--- config.mk ---
export PLATFORM = sky130hd
export DESIGN_NAME = mdce_engine
export DESIGN_NICKNAME = d
export VERILOG_FILES = /design/src/mdce_pkg.sv /design/src/mdce_arb.sv /design/src/mdce_engine.sv
export SDC_FILE = /design/constraint.sdc
export NUM_CORES = 2
export LEC_CHECK = 0
export BUFFER_PORTS_ARGS = -buffer_cell sky130_fd_sc_hd__buf_4
export CORE_UTILIZATION = 49
export DETAILED_ROUTE_END_ITERATION = 10
export PLACE_DENSITY_LB_ADDON = 0.08
export SLEW_MARGIN = 20
export SYNTH_ARGS = -nofsm -noshare
export SYNTH_HDL_FRONTEND = slang
export SYNTH_SLANG_ARGS = --single-unit
--- constraint.sdc ---
create_clock -name core_clk -period 16.55 [get_ports core_clk]
set_input_delay 0.8275 -clock core_clk [delete_from_list [all_inputs] [get_ports core_clk]]
set_output_delay 0.8275 -clock core_clk [all_outputs]
set_load 0.005 [all_outputs]
--- src/mdce_pkg.sv ---
`default_nettype none
package mdce_pkg;

  localparam int NCH_DEF = 32;
  localparam int CNT_W   = 10;
  localparam int CH_W    = 5;

  ////////////////////////////////////////////////////////////////////////////
  // Register byte offsets within the slave window.
  localparam logic [7:0] OFS_CFG      = 8'h00;
  localparam logic [7:0] OFS_BASE     = 8'h04;
  localparam logic [7:0] OFS_ALTB     = 8'h08;
  localparam logic [7:0] OFS_ENSET    = 8'h0c;
  localparam logic [7:0] OFS_ENCLR    = 8'h10;
  localparam logic [7:0] OFS_SWREQ    = 8'h14;
  localparam logic [7:0] OFS_ATTR     = 8'h20;
  localparam logic [7:0] ATTR_STRIDE  = 8'h08;
  localparam logic [7:0] ATTR_CLR_OFS = 8'h04;
  localparam logic [7:0] OFS_DONE     = 8'h40;
  localparam logic [7:0] OFS_ERR      = 8'h44;
  localparam logic [7:0] OFS_STAT     = 8'h48;
  localparam int         STAT_BUSY    = 8;

  // Channel attribute flags.
  localparam int ATTR_N  = 4;
  localparam int A_BURST = 0;
  localparam int A_ALT   = 1;
  localparam int A_HIPRI = 2;
  localparam int A_MASK  = 3;

  // Control table layout: 1024-byte aligned, alternate half at bit 9.
  localparam int TBL_ALIGN = 10;
  localparam int ALT_BIT   = 9;

  // Descriptor control word fields.
  localparam int CTL_MODE = 0;
  localparam int CTL_SIZE = 4;
  localparam int CTL_SINC = 6;
  localparam int CTL_DINC = 8;
  localparam int CTL_CNT  = 16;

  localparam logic [2:0] MODE_STOP  = 3'h0;
  localparam logic [2:0] MODE_BASIC = 3'h1;
  localparam logic [2:0] MODE_AUTO  = 3'h2;
  localparam logic [2:0] MODE_PING  = 3'h3;
  localparam logic [2:0] MODE_MSG   = 3'h4;
  localparam logic [2:0] MODE_MSGA  = 3'h5;
  localparam logic [2:0] MODE_PSG   = 3'h6;
  localparam logic [2:0] MODE_PSGA  = 3'h7;

  localparam logic [1:0] SZ_WORD  = 2'h2;
  localparam logic [1:0] INC_HALF = 2'h1;
  localparam logic [1:0] INC_WORD = 2'h2;
  localparam logic [1:0] INC_NONE = 2'h3;
  localparam logic [1:0] SG_LAST  = 2'h3;

  localparam logic        CFG_RST  = 1'b0;
  localparam logic [21:0] BASE_RST = 22'h0;

  typedef struct packed {
    logic        req;
    logic        write;
    logic [1:0]  size;
    logic [31:0] addr;
    logic [31:0] wdata;
  } mdce_mreq_t;

  typedef struct packed {
    logic        ack;
    logic        err;
    logic [31:0] rdata;
  } mdce_mrsp_t;

endpackage
`default_nettype wire

--- src/mdce_arb.sv ---
`timescale 1ns/1ps
`default_nettype none
module mdce_arb
  import mdce_pkg::*;
#(
  parameter int NCH = NCH_DEF
)
(
  input  wire logic            core_clk,
  input  wire logic            rst,
  input  wire logic [NCH-1:0]  pending,
  input  wire logic [NCH-1:0]  hipri,
  output logic                 valid,
  output logic [CH_W-1:0]      idx
);

  logic [NCH-1:0] hi_pend;

  // Lowest index wins within a priority level.
  function automatic logic [CH_W-1:0] first_set(input logic [NCH-1:0] v);
    logic [CH_W-1:0] r;
    r = '0;
    for (int i = NCH - 1; i >= 0; i--)
    begin
      if (v[i])
      begin
        r = CH_W'(i);
      end
    end
    return r;
  endfunction

  assign hi_pend = pending & hipri;
  assign valid   = |pending;
  assign idx     = (|hi_pend) ? first_set(hi_pend) : first_set(pending);

  property p_hi_first;
    @(posedge core_clk) disable iff (rst)
    (|hi_pend) |-> hipri[idx] && pending[idx];
  endproperty
  a_hi_first: assert property (p_hi_first) else $error("default channel beat a raised one");

endmodule
`default_nettype wire

--- src/mdce_engine.sv ---
// The AHB-Lite interface to the registers and the address map are this design's own decisions.
`timescale 1ns/1ps
`default_nettype none
// Functional notes
// - Basic mode started by a peripheral moves items only while its request stays asserted; a software request runs it to the end.
// - Auto-request mode runs the whole transfer once started.
// - Ping-pong alternates primary and alternate descriptors on each completion.
// - Memory scatter/gather runs a task list through the alternate descriptor.
// - Peripheral scatter/gather does the same, paced by the peripheral request.
// - Item widths of 8, 16 and 32 bits chosen per descriptor.
// - Addresses step by byte, half-word, word or stay fixed.
// - Two priority levels; raised-priority channels win arbitration.
// - Engine bus accesses wait while the processor uses the bus.
// - Software request on every channel; peripheral requests maskable per channel.
// - Full control table spans 1024 bytes for all channels and modes.
// - Engine clears enable at basic, auto and scatter/gather list completion, not at ping-pong completion; software re-arms or disables any time.
// - Remaining item count is written back and reads zero when done.
// - A finished descriptor's mode field reads stopped.
// - Channel enable state is readable.
// - Engine interrupt only for software transfers and errors.
// - Completion flags clear themselves when read.
// - Error flag and interrupt hold until software clears them.
// - Basic and auto use the primary or alternate per alternate select; complex modes use the alternate too.
// - No transfers until the engine is globally enabled.
// - Per-channel attribute flags can be set, cleared and read.
// - Attributes: burst only, alternate select, raised priority, request mask.
module mdce_engine
  import mdce_pkg::*;
#(
  parameter int NCH = NCH_DEF
)
(
  input  wire logic            core_clk,
  input  wire logic            rst,
  input  wire logic            hsel,
  input  wire logic [31:0]     haddr,
  input  wire logic [1:0]      htrans,
  input  wire logic            hwrite,
  input  wire logic [2:0]      hsize,
  input  wire logic [31:0]     hwdata,
  input  wire logic            hready,
  output logic                 hreadyout,
  output logic                 hresp,
  output logic [31:0]          hrdata,
  input  wire logic [NCH-1:0]  periph_req,
  input  wire logic [NCH-1:0]  periph_burst,
  input  wire logic            cpu_bus_busy,
  output mdce_mreq_t           mreq,
  input  wire mdce_mrsp_t      mrsp,
  output logic [NCH-1:0]       periph_done,
  output logic                 engine_irq
);

  typedef enum logic [2:0] {S_IDLE, S_FETCH, S_RD, S_WR, S_WB} mdce_state_t;

  logic [NCH-1:0]            en_reg;
  logic [NCH-1:0]            swp_reg;
  logic [NCH-1:0]            run_reg;
  logic [NCH-1:0]            swo_reg;
  logic [NCH-1:0]            done_reg;
  logic [NCH-1:0]            pdone_reg;
  logic [ATTR_N-1:0][NCH-1:0] attr_reg;
  logic                      gen_reg;
  logic                      err_reg;
  logic                      irq_reg;
  logic [31:TBL_ALIGN]       base_reg;
  logic                      wr_pend_reg;
  logic [7:0]                wr_ofs_reg;
  logic [31:0]               rdata_reg;
  mdce_state_t               state_reg;
  logic [CH_W-1:0]           ch_reg;
  logic                      alt_reg;
  logic [1:0]                widx_reg;
  logic [1:0]                pass_reg;
  logic [31:0]               src_reg;
  logic [31:0]               dst_reg;
  logic [31:0]               ctl_reg;
  logic [31:0]               data_reg;
  mdce_mreq_t                mreq_reg;

  logic                      rd_take;
  logic [7:0]                rd_ofs;
  logic [NCH-1:0]            hw_eff;
  logic [NCH-1:0]            pend;
  logic                      arb_valid;
  logic [CH_W-1:0]           arb_idx;
  logic [NCH-1:0]            ch_oh;
  logic [NCH-1:0]            take_oh;
  logic [2:0]                mode;
  logic [CNT_W-1:0]          cnt;
  logic [CNT_W-1:0]          cnt_dec;
  logic                      is_sg_pri;
  logic                      is_sg_alt;
  logic                      single_shot;
  logic                      mem_done;
  logic                      err_now;
  logic                      fetch_last;
  logic                      fetch_stop;
  logic                      last_wb;
  logic                      ev_now;
  logic                      clr_now;
  logic                      tog_now;
  logic                      keep_going;
  logic [NCH-1:0]            run_set;
  mdce_mreq_t                acc;

  ////////////////////////////////////////////////////////////////////////////
  // Helpers.

  function automatic logic wr_hit(input logic [7:0] ofs);
    return wr_pend_reg && (wr_ofs_reg == ofs);
  endfunction

  function automatic logic [31:0] inc_amt(input logic [1:0] inc);
    case (inc)
      INC_NONE: return 32'h0;
      INC_WORD: return 32'h4;
      INC_HALF: return 32'h2;
      default:  return 32'h1;
    endcase
  endfunction

  function automatic logic [31:0] desc_addr(input logic alt, input logic [CH_W-1:0] ch,
                                            input logic [1:0] w);
    return {base_reg, alt, ch, w, 2'b00};
  endfunction

  function automatic logic [31:0] rd_val(input logic [7:0] ofs);
    case (ofs)
      OFS_CFG:             return 32'(gen_reg);
      OFS_BASE:            return {base_reg, {TBL_ALIGN{1'b0}}};
      OFS_ALTB:            return {base_reg, 1'b1, {ALT_BIT{1'b0}}};
      OFS_ENSET, OFS_ENCLR: return 32'(en_reg);
      OFS_SWREQ:           return 32'(swp_reg);
      OFS_DONE:            return 32'(done_reg);
      OFS_ERR:             return 32'(err_reg);
      OFS_STAT:            return {23'h0, state_reg != S_IDLE, 3'h0, ch_reg};
      default:
      begin
        if (ofs[7:5] == OFS_ATTR[7:5])
        begin
          return 32'(attr_reg[ofs[4:3]]);
        end
        return 32'h0;
      end
    endcase
  endfunction

  ////////////////////////////////////////////////////////////////////////////
  // AHB-Lite slave: zero wait states, always OKAY, read data from a flop.

  assign rd_take   = hsel & hready & htrans[1] & ~hwrite;
  assign rd_ofs    = {haddr[7:2], 2'b00};
  assign hreadyout = 1'b1;
  assign hresp     = 1'b0;
  assign hrdata    = rdata_reg;

  always_ff @(posedge core_clk or posedge rst)
  begin
    if (rst)
    begin
      wr_pend_reg <= 1'b0;
      wr_ofs_reg  <= 8'h0;
      rdata_reg   <= 32'h0;
    end
    else
    begin
      wr_pend_reg <= hsel & hready & htrans[1] & hwrite;
      wr_ofs_reg  <= rd_ofs;
      rdata_reg   <= rd_take ? rd_val(rd_ofs) : 32'h0;
    end
  end

  always_ff @(posedge core_clk or posedge rst)
  begin
    if (rst)
    begin
      gen_reg  <= CFG_RST;
      base_reg <= BASE_RST;
      err_reg  <= 1'b0;
      irq_reg  <= 1'b0;
    end
    else
    begin
      if (wr_hit(OFS_CFG))
      begin
        gen_reg <= hwdata[0];
      end
      if (wr_hit(OFS_BASE))
      begin
        base_reg <= hwdata[31:TBL_ALIGN];
      end
      err_reg <= err_now | (err_reg & ~(wr_hit(OFS_ERR) & hwdata[0]));
      irq_reg <= (|done_reg) | err_reg;
    end
  end

  assign engine_irq  = irq_reg;
  assign periph_done = pdone_reg;

  ////////////////////////////////////////////////////////////////////////////
  // Per-channel state. Hardware-set flags win over a clear in the same cycle.

  assign ch_oh   = NCH'(1) << ch_reg;
  assign take_oh = (state_reg == S_IDLE && arb_valid) ? NCH'(1) << arb_idx : '0;
  assign hw_eff  = ~attr_reg[A_MASK] & (periph_burst | (periph_req & ~attr_reg[A_BURST]));
  assign pend    = en_reg & {NCH{gen_reg}} & (swp_reg | run_reg | hw_eff);

  always_ff @(posedge core_clk or posedge rst)
  begin
    if (rst)
    begin
      en_reg    <= '0;
      swp_reg   <= '0;
      run_reg   <= '0;
      swo_reg   <= '0;
      done_reg  <= '0;
      pdone_reg <= '0;
    end
    else
    begin
      en_reg <= (en_reg & ~(clr_now ? ch_oh : '0) & ~(wr_hit(OFS_ENCLR) ? hwdata[NCH-1:0] : '0))
                | (wr_hit(OFS_ENSET) ? hwdata[NCH-1:0] : '0);
      swp_reg <= (swp_reg & ~take_oh) | (wr_hit(OFS_SWREQ) ? hwdata[NCH-1:0] : '0);
      swo_reg <= ((swo_reg & ~(clr_now ? ch_oh : '0)) | (take_oh & swp_reg)) & en_reg;
      run_reg <= ((run_reg & ~(clr_now ? ch_oh : '0)) | run_set) & en_reg;
      done_reg <= (done_reg & ~((rd_take && rd_ofs == OFS_DONE) ? '1 : '0))
                  | ((ev_now && swo_reg[ch_reg]) ? ch_oh : '0);
      pdone_reg <= (ev_now && !swo_reg[ch_reg]) ? ch_oh : '0;
    end
  end

  always_ff @(posedge core_clk or posedge rst)
  begin
    if (rst)
    begin
      attr_reg <= '0;
    end
    else
    begin
      for (int k = 0; k < ATTR_N; k++)
      begin
        attr_reg[k] <= ((attr_reg[k]
          & ~(wr_hit(OFS_ATTR + ATTR_STRIDE * 8'(k) + ATTR_CLR_OFS) ? hwdata[NCH-1:0] : '0))
          | (wr_hit(OFS_ATTR + ATTR_STRIDE * 8'(k)) ? hwdata[NCH-1:0] : '0))
          ^ ((k == A_ALT && tog_now) ? ch_oh : '0);
      end
    end
  end

  mdce_arb #(.NCH(NCH)) u_arb (
    .core_clk (core_clk),
    .rst      (rst),
    .pending  (pend),
    .hipri    (attr_reg[A_HIPRI]),
    .valid    (arb_valid),
    .idx      (arb_idx)
  );

  ////////////////////////////////////////////////////////////////////////////
  // Transfer decisions.

  assign mode        = ctl_reg[CTL_MODE +: 3];
  assign cnt         = ctl_reg[CTL_CNT +: CNT_W];
  assign cnt_dec     = cnt - CNT_W'(1);
  assign is_sg_pri   = !alt_reg && (mode == MODE_MSG || mode == MODE_PSG);
  assign is_sg_alt   = alt_reg && (mode == MODE_MSGA || mode == MODE_PSGA);
  assign single_shot = (mode == MODE_BASIC) || (mode == MODE_AUTO) || is_sg_pri;
  assign mem_done    = mreq_reg.req & mrsp.ack;
  assign err_now     = mem_done & mrsp.err;
  assign fetch_last  = state_reg == S_FETCH && mem_done && !mrsp.err && widx_reg == 2'h2;
  assign fetch_stop  = fetch_last && (mrsp.rdata[CTL_MODE +: 3] == MODE_STOP
                                      || mrsp.rdata[CTL_CNT +: CNT_W] == '0);
  assign last_wb     = state_reg == S_WB && mem_done && !mrsp.err && widx_reg == 2'h2;
  assign ev_now      = last_wb && cnt == '0 && (single_shot || mode == MODE_PING);
  assign clr_now     = fetch_stop | err_now | (last_wb && cnt == '0 && single_shot);
  // A primary scatter/gather pass that wrapped its task counter has loaded a task.
  assign tog_now     = last_wb && (cnt == '0 ? (mode == MODE_PING || is_sg_alt)
                                             : (is_sg_pri && pass_reg == 2'h0));
  // Auto, memory scatter/gather and software-started transfers keep running; others follow the request.
  assign keep_going  = cnt_dec != '0 && en_reg[ch_reg] && gen_reg
                       && (run_reg[ch_reg] | hw_eff[ch_reg])
                       && !(is_sg_pri && pass_reg == SG_LAST);
  assign run_set     = (fetch_last && !fetch_stop
                        && (mrsp.rdata[CTL_MODE +: 3] == MODE_AUTO
                            || mrsp.rdata[CTL_MODE +: 3] == MODE_MSG
                            || mrsp.rdata[CTL_MODE +: 3] == MODE_MSGA
                            || swo_reg[ch_reg])) ? ch_oh : '0;

  always_comb
  begin
    acc       = '0;
    acc.req   = 1'b1;
    acc.size  = SZ_WORD;
    acc.addr  = desc_addr(alt_reg, ch_reg, widx_reg);
    case (state_reg)
      S_RD:
      begin
        acc.size = ctl_reg[CTL_SIZE +: 2];
        acc.addr = src_reg;
      end
      S_WR:
      begin
        acc.write = 1'b1;
        acc.size  = ctl_reg[CTL_SIZE +: 2];
        acc.addr  = is_sg_pri ? desc_addr(1'b1, ch_reg, pass_reg) : dst_reg;
        acc.wdata = data_reg;
      end
      S_WB:
      begin
        acc.write = 1'b1;
        case (widx_reg)
          2'h0:    acc.wdata = src_reg;
          2'h1:    acc.wdata = dst_reg;
          default: acc.wdata = (cnt == '0) ? {ctl_reg[31:3], MODE_STOP} : ctl_reg;
        endcase
      end
      default:
      begin
        acc.req = state_reg == S_FETCH;
      end
    endcase
  end

  ////////////////////////////////////////////////////////////////////////////
  // Memory master: one access in flight, held until acknowledged.

  assign mreq = mreq_reg;

  always_ff @(posedge core_clk or posedge rst)
  begin
    if (rst)
    begin
      mreq_reg <= '0;
    end
    else if (mreq_reg.req)
    begin
      if (mrsp.ack)
      begin
        mreq_reg.req <= 1'b0;
      end
    end
    else if (acc.req && !cpu_bus_busy)
    begin
      mreq_reg <= acc;
    end
  end

  always_ff @(posedge core_clk or posedge rst)
  begin
    if (rst)
    begin
      state_reg <= S_IDLE;
      ch_reg    <= '0;
      alt_reg   <= 1'b0;
      widx_reg  <= 2'h0;
      pass_reg  <= 2'h0;
      src_reg   <= 32'h0;
      dst_reg   <= 32'h0;
      ctl_reg   <= 32'h0;
      data_reg  <= 32'h0;
    end
    else
    begin
      case (state_reg)
        S_IDLE:
        begin
          if (arb_valid)
          begin
            ch_reg    <= arb_idx;
            alt_reg   <= attr_reg[A_ALT][arb_idx];
            widx_reg  <= 2'h0;
            state_reg <= S_FETCH;
          end
        end
        S_FETCH:
        begin
          if (err_now)
          begin
            state_reg <= S_IDLE;
          end
          else if (mem_done)
          begin
            widx_reg <= widx_reg + 2'h1;
            case (widx_reg)
              2'h0:    src_reg <= mrsp.rdata;
              2'h1:    dst_reg <= mrsp.rdata;
              default: ctl_reg <= mrsp.rdata;
            endcase
            if (widx_reg == 2'h2)
            begin
              pass_reg  <= 2'h0;
              state_reg <= fetch_stop ? S_IDLE : S_RD;
            end
          end
        end
        S_RD:
        begin
          if (err_now)
          begin
            state_reg <= S_IDLE;
          end
          else if (mem_done)
          begin
            data_reg  <= mrsp.rdata;
            state_reg <= S_WR;
          end
        end
        S_WR:
        begin
          if (err_now)
          begin
            state_reg <= S_IDLE;
          end
          else if (mem_done)
          begin
            src_reg <= src_reg + inc_amt(ctl_reg[CTL_SINC +: 2]);
            if (!is_sg_pri)
            begin
              dst_reg <= dst_reg + inc_amt(ctl_reg[CTL_DINC +: 2]);
            end
            pass_reg                    <= pass_reg + 2'h1;
            ctl_reg[CTL_CNT +: CNT_W]   <= cnt_dec;
            widx_reg                    <= 2'h0;
            state_reg                   <= keep_going ? S_RD : S_WB;
          end
        end
        S_WB:
        begin
          if (err_now)
          begin
            state_reg <= S_IDLE;
          end
          else if (mem_done)
          begin
            widx_reg <= widx_reg + 2'h1;
            if (widx_reg == 2'h2)
            begin
              state_reg <= S_IDLE;
            end
          end
        end
        default:
        begin
          state_reg <= S_IDLE;
        end
      endcase
    end
  end

  ////////////////////////////////////////////////////////////////////////////
  // Checks.

  property p_basic_halt;
    @(posedge core_clk) disable iff (rst)
    (state_reg == S_WR && mem_done && !mrsp.err && mode == MODE_BASIC
     && !run_reg[ch_reg] && !hw_eff[ch_reg]) |=> state_reg == S_WB;
  endproperty
  a_basic_halt: assert property (p_basic_halt) else $error("basic ran on without request");

  property p_auto_cont;
    @(posedge core_clk) disable iff (rst)
    (state_reg == S_WR && mem_done && !mrsp.err && mode == MODE_AUTO && cnt_dec != '0
     && en_reg[ch_reg] && gen_reg) |=> state_reg == S_RD;
  endproperty
  a_auto_cont: assert property (p_auto_cont) else $error("auto transfer stopped early");

  property p_ping_tog;
    @(posedge core_clk) disable iff (rst)
    (last_wb && cnt == '0 && mode == MODE_PING && !wr_pend_reg)
    |=> attr_reg[A_ALT][ch_reg] != $past(attr_reg[A_ALT][ch_reg]);
  endproperty
  a_ping_tog: assert property (p_ping_tog) else $error("ping-pong did not swap buffers");

  property p_sg_step;
    @(posedge core_clk) disable iff (rst)
    (state_reg == S_WR && mreq_reg.req && is_sg_pri)
    |-> mreq_reg.addr == desc_addr(1'b1, ch_reg, pass_reg) && mreq_reg.write;
  endproperty
  a_sg_step: assert property (p_sg_step) else $error("task not copied to alternate");

  property p_yield;
    @(posedge core_clk) disable iff (rst)
    (cpu_bus_busy && !mreq_reg.req) |=> !mreq_reg.req;
  endproperty
  a_yield: assert property (p_yield) else $error("engine took bus from processor");

  property p_en_clr;
    @(posedge core_clk) disable iff (rst)
    (clr_now && !wr_pend_reg) |=> !en_reg[ch_reg] && state_reg == S_IDLE;
  endproperty
  a_en_clr: assert property (p_en_clr) else $error("enable not cleared at completion");

  property p_stop_wb;
    @(posedge core_clk) disable iff (rst)
    (state_reg == S_WB && mreq_reg.req && widx_reg == 2'h2 && cnt == '0)
    |-> mreq_reg.wdata[CTL_MODE +: 3] == MODE_STOP && mreq_reg.wdata[CTL_CNT +: CNT_W] == '0;
  endproperty
  a_stop_wb: assert property (p_stop_wb) else $error("finished descriptor not stopped");

  property p_sw_irq;
    @(posedge core_clk) disable iff (rst)
    (ev_now && swo_reg[ch_reg]) |=> done_reg[ch_reg] ##1 engine_irq;
  endproperty
  a_sw_irq: assert property (p_sw_irq) else $error("software completion gave no interrupt");

  property p_err_hold;
    @(posedge core_clk) disable iff (rst)
    (err_reg && !wr_pend_reg) |=> err_reg && engine_irq;
  endproperty
  a_err_hold: assert property (p_err_hold) else $error("error flag dropped by itself");

  property p_gen_off;
    @(posedge core_clk) disable iff (rst)
    (!gen_reg && state_reg == S_IDLE) |=> state_reg == S_IDLE;
  endproperty
  a_gen_off: assert property (p_gen_off) else $error("transfer began while disabled");

endmodule
`default_nettype wire

# Yosys cells after proc, flatten, opt, wreduce, memory -nomap -nowiden

Cells that the tools add are included.

Register bits after elaboration: 593
Bits in latches: 0
RAM bits: 0
Memory bits (read-only): 0
Output and inout bits: 135
Logic and storage cells: 417
Memories kept: 0

Add/subtract/negate cells: 5
Multiply operators: 0
Div/mod/pow operators: 0
$lt $le $gt $ge: 3
Equal/unequal tests: 63
Shift-type cells: 2
Mux-type cells: 166
Bitwise logic cells: 59
Reduce and logical (&&, ||, !) cells: 87

Operator list:

| cell                 | count |
|---|---|
| $mux 32              | 41 |
| $and 32x32->32       | 18 |
| $or 32x32->32        | 12 |
| $mux 5               | 65 |
| $not 32->32          | 10 |
| $pmux 32 s2          | 4 |
| $pmux 32 s8          | 1 |
| $reduce_or 32->1     | 3 |
| $mux 26              | 3 |
| $mux 68              | 1 |
| $pmux 34 s2          | 1 |
| $add 32x32->32       | 2 |
| $bmux 32 s2          | 1 |
| $shl 1x5->32 const A | 2 |
| $eq 6x4->1 const B   | 8 |
| $logic_and 1x1->1    | 40 |
| $mux 3               | 13 |
| $xor 32x32->32       | 1 |
| $bmux 1 s5           | 5 |
| $eq 6x3->1 const B   | 4 |
| $eq 6x5->1 const B   | 4 |
| $reduce_and 6->1     | 4 |
| $mux 2               | 11 |
| $eq 3x3->1 const B   | 7 |
| other kinds (40)     | 124 |

# Depth between registers and ports, before layout

Word-level depth: 45
Gate-level depth with buffers: 15

# By module

From an unflattened synthesis, not the netlist that was laid out.

Cells, all modules: 3274
Area total of the unflattened synthesis: 31088.6 µm²

Modules (own cells, without submodules):

| module      | times used | cells an instance | area an instance (µm²) |
|---|---|---|---|
| mdce_engine | 1          | 3120              | 30204.0 |
| mdce_arb    | 1          | 154               | 884.6 |

# Worst setup path after synthesis

Ideal clock, no wire load.

Kind: in2reg
Start point: input periph_req[25]
End point: register alt_reg
Library setup time: 0.120 ns
Arrival time: 3.668 ns
Path slack: 12.762 ns
Stages: 12
Path buffers: 0
Path through: nand2b_1 a21oi_1 o311a_1 a2111oi_1 and4bb_2 nand2b_2 a2111o_1 nand3_2 mux2_1 a211o_1 o22a_1 and4_1

Longest elaborated chain between the ends: 35
Elaborated cells on any way between the ends: 64
Classes of those cells: 55 x mux; 6 x bitwise; 3 x reduce/logical

RTL lines:

| item                         | RTL line           | RTL |
|---|---|---|
| start, declared              | mdce_engine.sv:45  | `input wire logic [NCH-1:0] periph_req,` |
| $and 32x32->32 (*)           | mdce_engine.sv:206 | `assign hw_eff = ~attr_reg[A_MASK] & (periph_burst \| (periph_req & ~attr_reg[A_BURST]));` |
| $or 32x32->32 (*)            | mdce_engine.sv:206 |  |
| $and 32x32->32 (*)           | mdce_engine.sv:206 |  |
| $or 32x32->32 (*)            | mdce_engine.sv:207 | `assign pend = en_reg & {NCH{gen_reg}} & (swp_reg \| run_reg \| hw_eff);` |
| $and 32x32->32 (*)           | mdce_engine.sv:207 |  |
| $and 32x32->32               | mdce_arb.sv:33     | `assign hi_pend = pending & hipri;` |
| $mux 5 (26 in a row)         | mdce_arb.sv:25     | `if (v[i])` |
| $mux 5                       | mdce_arb.sv:35     | `assign idx = (\|hi_pend) ? first_set(hi_pend) : first_set(pending);` |
| $bmux 1 s5                   | mdce_engine.sv:371 | `alt_reg <= attr_reg[A_ALT][arb_idx];` |
| $mux 1 (implied by the code) | mdce_engine.sv:371 |  |
| end signal, assigned         | mdce_engine.sv:371 |  |
| end, declared                | mdce_engine.sv:72  | `logic alt_reg;` |

Mark *: on every way between the ends. The rest lies on a longest branch, timed or not. The select of a mux whose other input is x is not followed.
A chain may end at the register's enable or synchronous reset.

# Final worst setup path

Start point: register gen_reg
End point: register swp_reg[14]

Longest elaborated chain between the ends: 41
Elaborated cells on any way between the ends: 76
Classes of those cells: 1 x shift; 66 x mux; 6 x bitwise; 3 x reduce/logical

RTL lines:

| item                            | RTL line           | RTL |
|---|---|---|
| start, declared                 | mdce_engine.sv:63  | `logic gen_reg;` |
| start signal, assigned          | mdce_engine.sv:187 | `gen_reg <= hwdata[0];` |
| $and 32x32->32 (*) (2 in a row) | mdce_engine.sv:207 |  |
| $and 32x32->32                  | mdce_arb.sv:33     |  |
| $mux 5 (32 in a row)            | mdce_arb.sv:25     |  |
| $mux 5                          | mdce_arb.sv:35     |  |
| $shl 1x5->32                    | mdce_engine.sv:205 | `assign take_oh = (state_reg == S_IDLE && arb_valid) ? NCH'(1) << arb_idx : '0;` |
| $mux 32 (*)                     | mdce_engine.sv:205 |  |
| $not 32->32 (*)                 | mdce_engine.sv:224 | `swp_reg <= (swp_reg & ~take_oh) \| (wr_hit(OFS_SWREQ) ? hwdata[NCH-1:0] : '0);` |
| $and 32x32->32 (*)              | mdce_engine.sv:224 |  |
| $or 32x32->32 (*)               | mdce_engine.sv:224 |  |
| end signal, assigned            | mdce_engine.sv:224 |  |
| end, declared                   | mdce_engine.sv:57  | `logic [NCH-1:0] swp_reg;` |

Mark *: on every way between the ends. The rest lies on a longest branch, timed or not.

==> flow_summary.ini <==
[final_layout]
syn_to_final_growth_pct = 16.2
largest_reg_flops = 128
drive_above_1_share_pct = 18.1
final_core_util_pct = 58.1
finalNetCount = 3555
design_area_sq_um = 36100
fillers = 5494

[clocking]
post_cts.repair.setup_buffers = 0
cts.sinks = 593
cts_tree = yes
cts_buffers = 69
clk-insertion-delay-late_ns = 0.63
cts.clk_slew.worst_paths_ns = 0.06
cts_hold_buf = 0
clock-root-buffer = clkbuf_16
cts_resized = 0
clk_path_buf_depth = 3
htreeDepth = 3

[setup_path]
slowest_delay_ns = 0.93
cp.arrival_ns = 5.37
cp_cell_sequence = buf_4, and3_1, o31a_1, a2111oi_1, and4bb_2, nand2b_2, a2111oi_4, nor3_4, buf_4, nor2_1, nand2_1, a22o_1
end_kind = flop
crit_top_cell = buf_4
worst_setup_path_start_kind = flop
path_max_fanout = 50
crit_slowest_cell = nor2_1
worst-path-buf-inv = 2
crit_family = simple AND/OR/NAND/NOR gates
required_ns = 17.04
critical_path_class = reg -> reg
cp_num_cells = 12
rr_worst_depth = 12

[hold_path]
hp-class = in -> reg
whs_path_depth = 1

[synth]
synth_xor_area_share_pct = 0.986
syn_area_sq_um = 31100
synth_fa_ha_area_share_pct = 0.652
muxShareOfSynthArea_pct = 6.62
yosysWarnings = 0
syn_area_per_cell_sq_um = 9.70
synth_top_family_by_area = compound AO/OA/AOI/OAI gates
syn_inst = 3206
syn_nets = 3394
synth_seq_area_share_pct = 47.7
synth.distinct_cells = 87
synth_edf_count = 0
ys.flop_type = dfrtp_1
ys_async_sr_fraction_pct = 100
synth-compound-area-share_pct = 25.2
ys_ff_latch = 593
synth-simple-area-share_pct = 14.9

[timing]
period_share_pct = 29.5
fmax_mhz = 205
finalSetupViolCount = 0
tns_ns = 0
layout_setup_ws_ns = 11.67
skew_ns = 0.0292
maxSlewViolCount = 0
worstMarginPinSlew_ns = 1.25
whs_ns = 0.347
finalHoldViolations = 0
relSlewSlack_pct = 15.8
rsz0062_at_grt = no
post-route-min-period_ns = 4.88

[die]
die-area_sq_um = 64500
core_sq_um = 62200
initial_core_util_pct = 50.0
io_pins = 308
row_count = 91
die_h_um = 254
die_w_um = 254

[global_routing]
grt_util_all_layers_pct = 36.9
antenna_found_initial = 4
gr-total-overflow = 0
first_global_vias = 27382
grt_max_degree = 168
grt_pass1_wl_mm = 177

[detailed_routing]
wl_mm = 119
vias = 28447
drtAntennaViolNets = 0
dr.pass1.iters = 6
routedWlPerCell_um = 28.1
vias_per_cell = 6.69
drtIter0Drc = 3510
drc = 0

[power]
pwr_density_cell_nw_per_um2 = 137
peakVddDrop_uv = 117
leakage_nw = 15.2

[placed_design]
hpwl_mm = 83.1
gp_congestion = 0.969
port_buffers = 275
post_dp_cell_area_sq_um = 33900
post-place-ws_ns = 11.29

[job]
maxCapViolations = 0

[status]
status = completed
-- kinds of logic after synthesis --
family / after synthesis
multiplexers: 138
buffers and inverters: 312
AND/OR/NAND/NOR: 990
AO/OA/AOI/OAI: 1121
flip-flops: 593
adder cells (fa/ha/maj): 15
other: 2
XOR/XNOR: 35
-- cell usage after synthesis, drive strengths merged (19+ instances only) --
library cell	number	area (sq um)
mux4	46	1040
inv	71	267
a21oi	283	1430
a22oi	121	908
nand2	468	1760
nor2b	85	532
o21ai	198	991
a32oi	40	350
clkbuf	212	796
dfrtp	593	14800
nor3	64	332
nand3	36	185
and3	21	131
xor2	32	280
and2	25	156
nand2b	46	290
o22ai	43	269
nand4	21	131
o211ai	19	148
a32o	33	330
a22o	163	1430
a211oi	21	173
o31a	22	193
mux2	81	912
nor2	149	559
a222oi	62	621
nor4	23	144
buf	29	133
-- power breakdown --
part / total (mW) / switching (mW) / internal, mW
clock: 1.55 / 0.628 / 0.917
combinational: 1.42 / 0.914 / 0.507
sequential: 1.97 / 0.286 / 1.69
-- layer usage --
metal	routed length, um	share of wire (%)	global-route usage, %
met1	46200	39	46.6
met2	56800	48	60.4
met3	9990	8.4	7.49
met4	6550	5.5	18.3
met5	11	0.0092	0
-- final timing paths --
path,start,end,slack (ns)
max in group asynchronous,rst,attr_reg[12],13.41
worst max register to register,gen_reg,swp_reg[14],11.67
worst min register to register,mreq[16],mreq[16],0.48
worst max-delay path,gen_reg,swp_reg[14],11.67
min in group asynchronous,rst,mreq[63],0.36
worst min-delay path,haddr[5],wr_ofs_reg[5],0.35
-- layout by cell type (no fill, tap or decap), types with 13 or more instances in the layout --
master / netlist / final
a211oi_1: 18 / 18
a21oi_1: 282 / 281
a222oi_1: 62 / 62
a22o_1: 163 / 163
a22oi_1: 121 / 121
a32o_1: 33 / 33
a32oi_1: 40 / 40
and2_1: 25 / 24
and3_1: 21 / 21
buf_4: 3 / 328
clkbuf_1: 212 / 15
clkbuf_16: 0 / 71
dfrtp_1: 593 / 593
ha_1: 13 / 13
inv_1: 71 / 70
mux2_2: 79 / 79
mux4_2: 46 / 46
nand2_1: 468 / 467
nand2b_1: 45 / 43
nand3_1: 35 / 34
nand4_1: 21 / 21
nor2_1: 149 / 129
nor2b_1: 85 / 85
nor3_1: 63 / 58
nor4_1: 23 / 23
o211ai_1: 18 / 18
o21ai_0: 196 / 196
o22ai_1: 43 / 43
o311a_1: 14 / 14
o31a_1: 22 / 22
xor2_1: 32 / 32
-- metrics by stage --
step	total power, mW	instances
floorplan	2.78	3206
global placement	3.34	4133
detailed placement	3.38	4133
CTS	4.92	4250
global route	5.15	4251
finish	4.94	4251
-- layout make-up --
| cell class | instances | area (sq um) | area share, % |
|---|---|---|---|
| diodes | 1 | 2.50 | 0.00692 |
| clock buffers | 98 | 2000 | 5.53 |
| clock inverters | 19 | 253 | 0.699 |
| inverters | 71 | 270 | 0.748 |
| multi-input cells | 2301 | 15200 | 42.1 |
| flip-flops and latches | 593 | 14800 | 41.0 |
| well taps | 837 | 1050 | 2.90 |
| repair buffers | 331 | 2510 | 6.95 |
(Power assumes the default switching activity.)
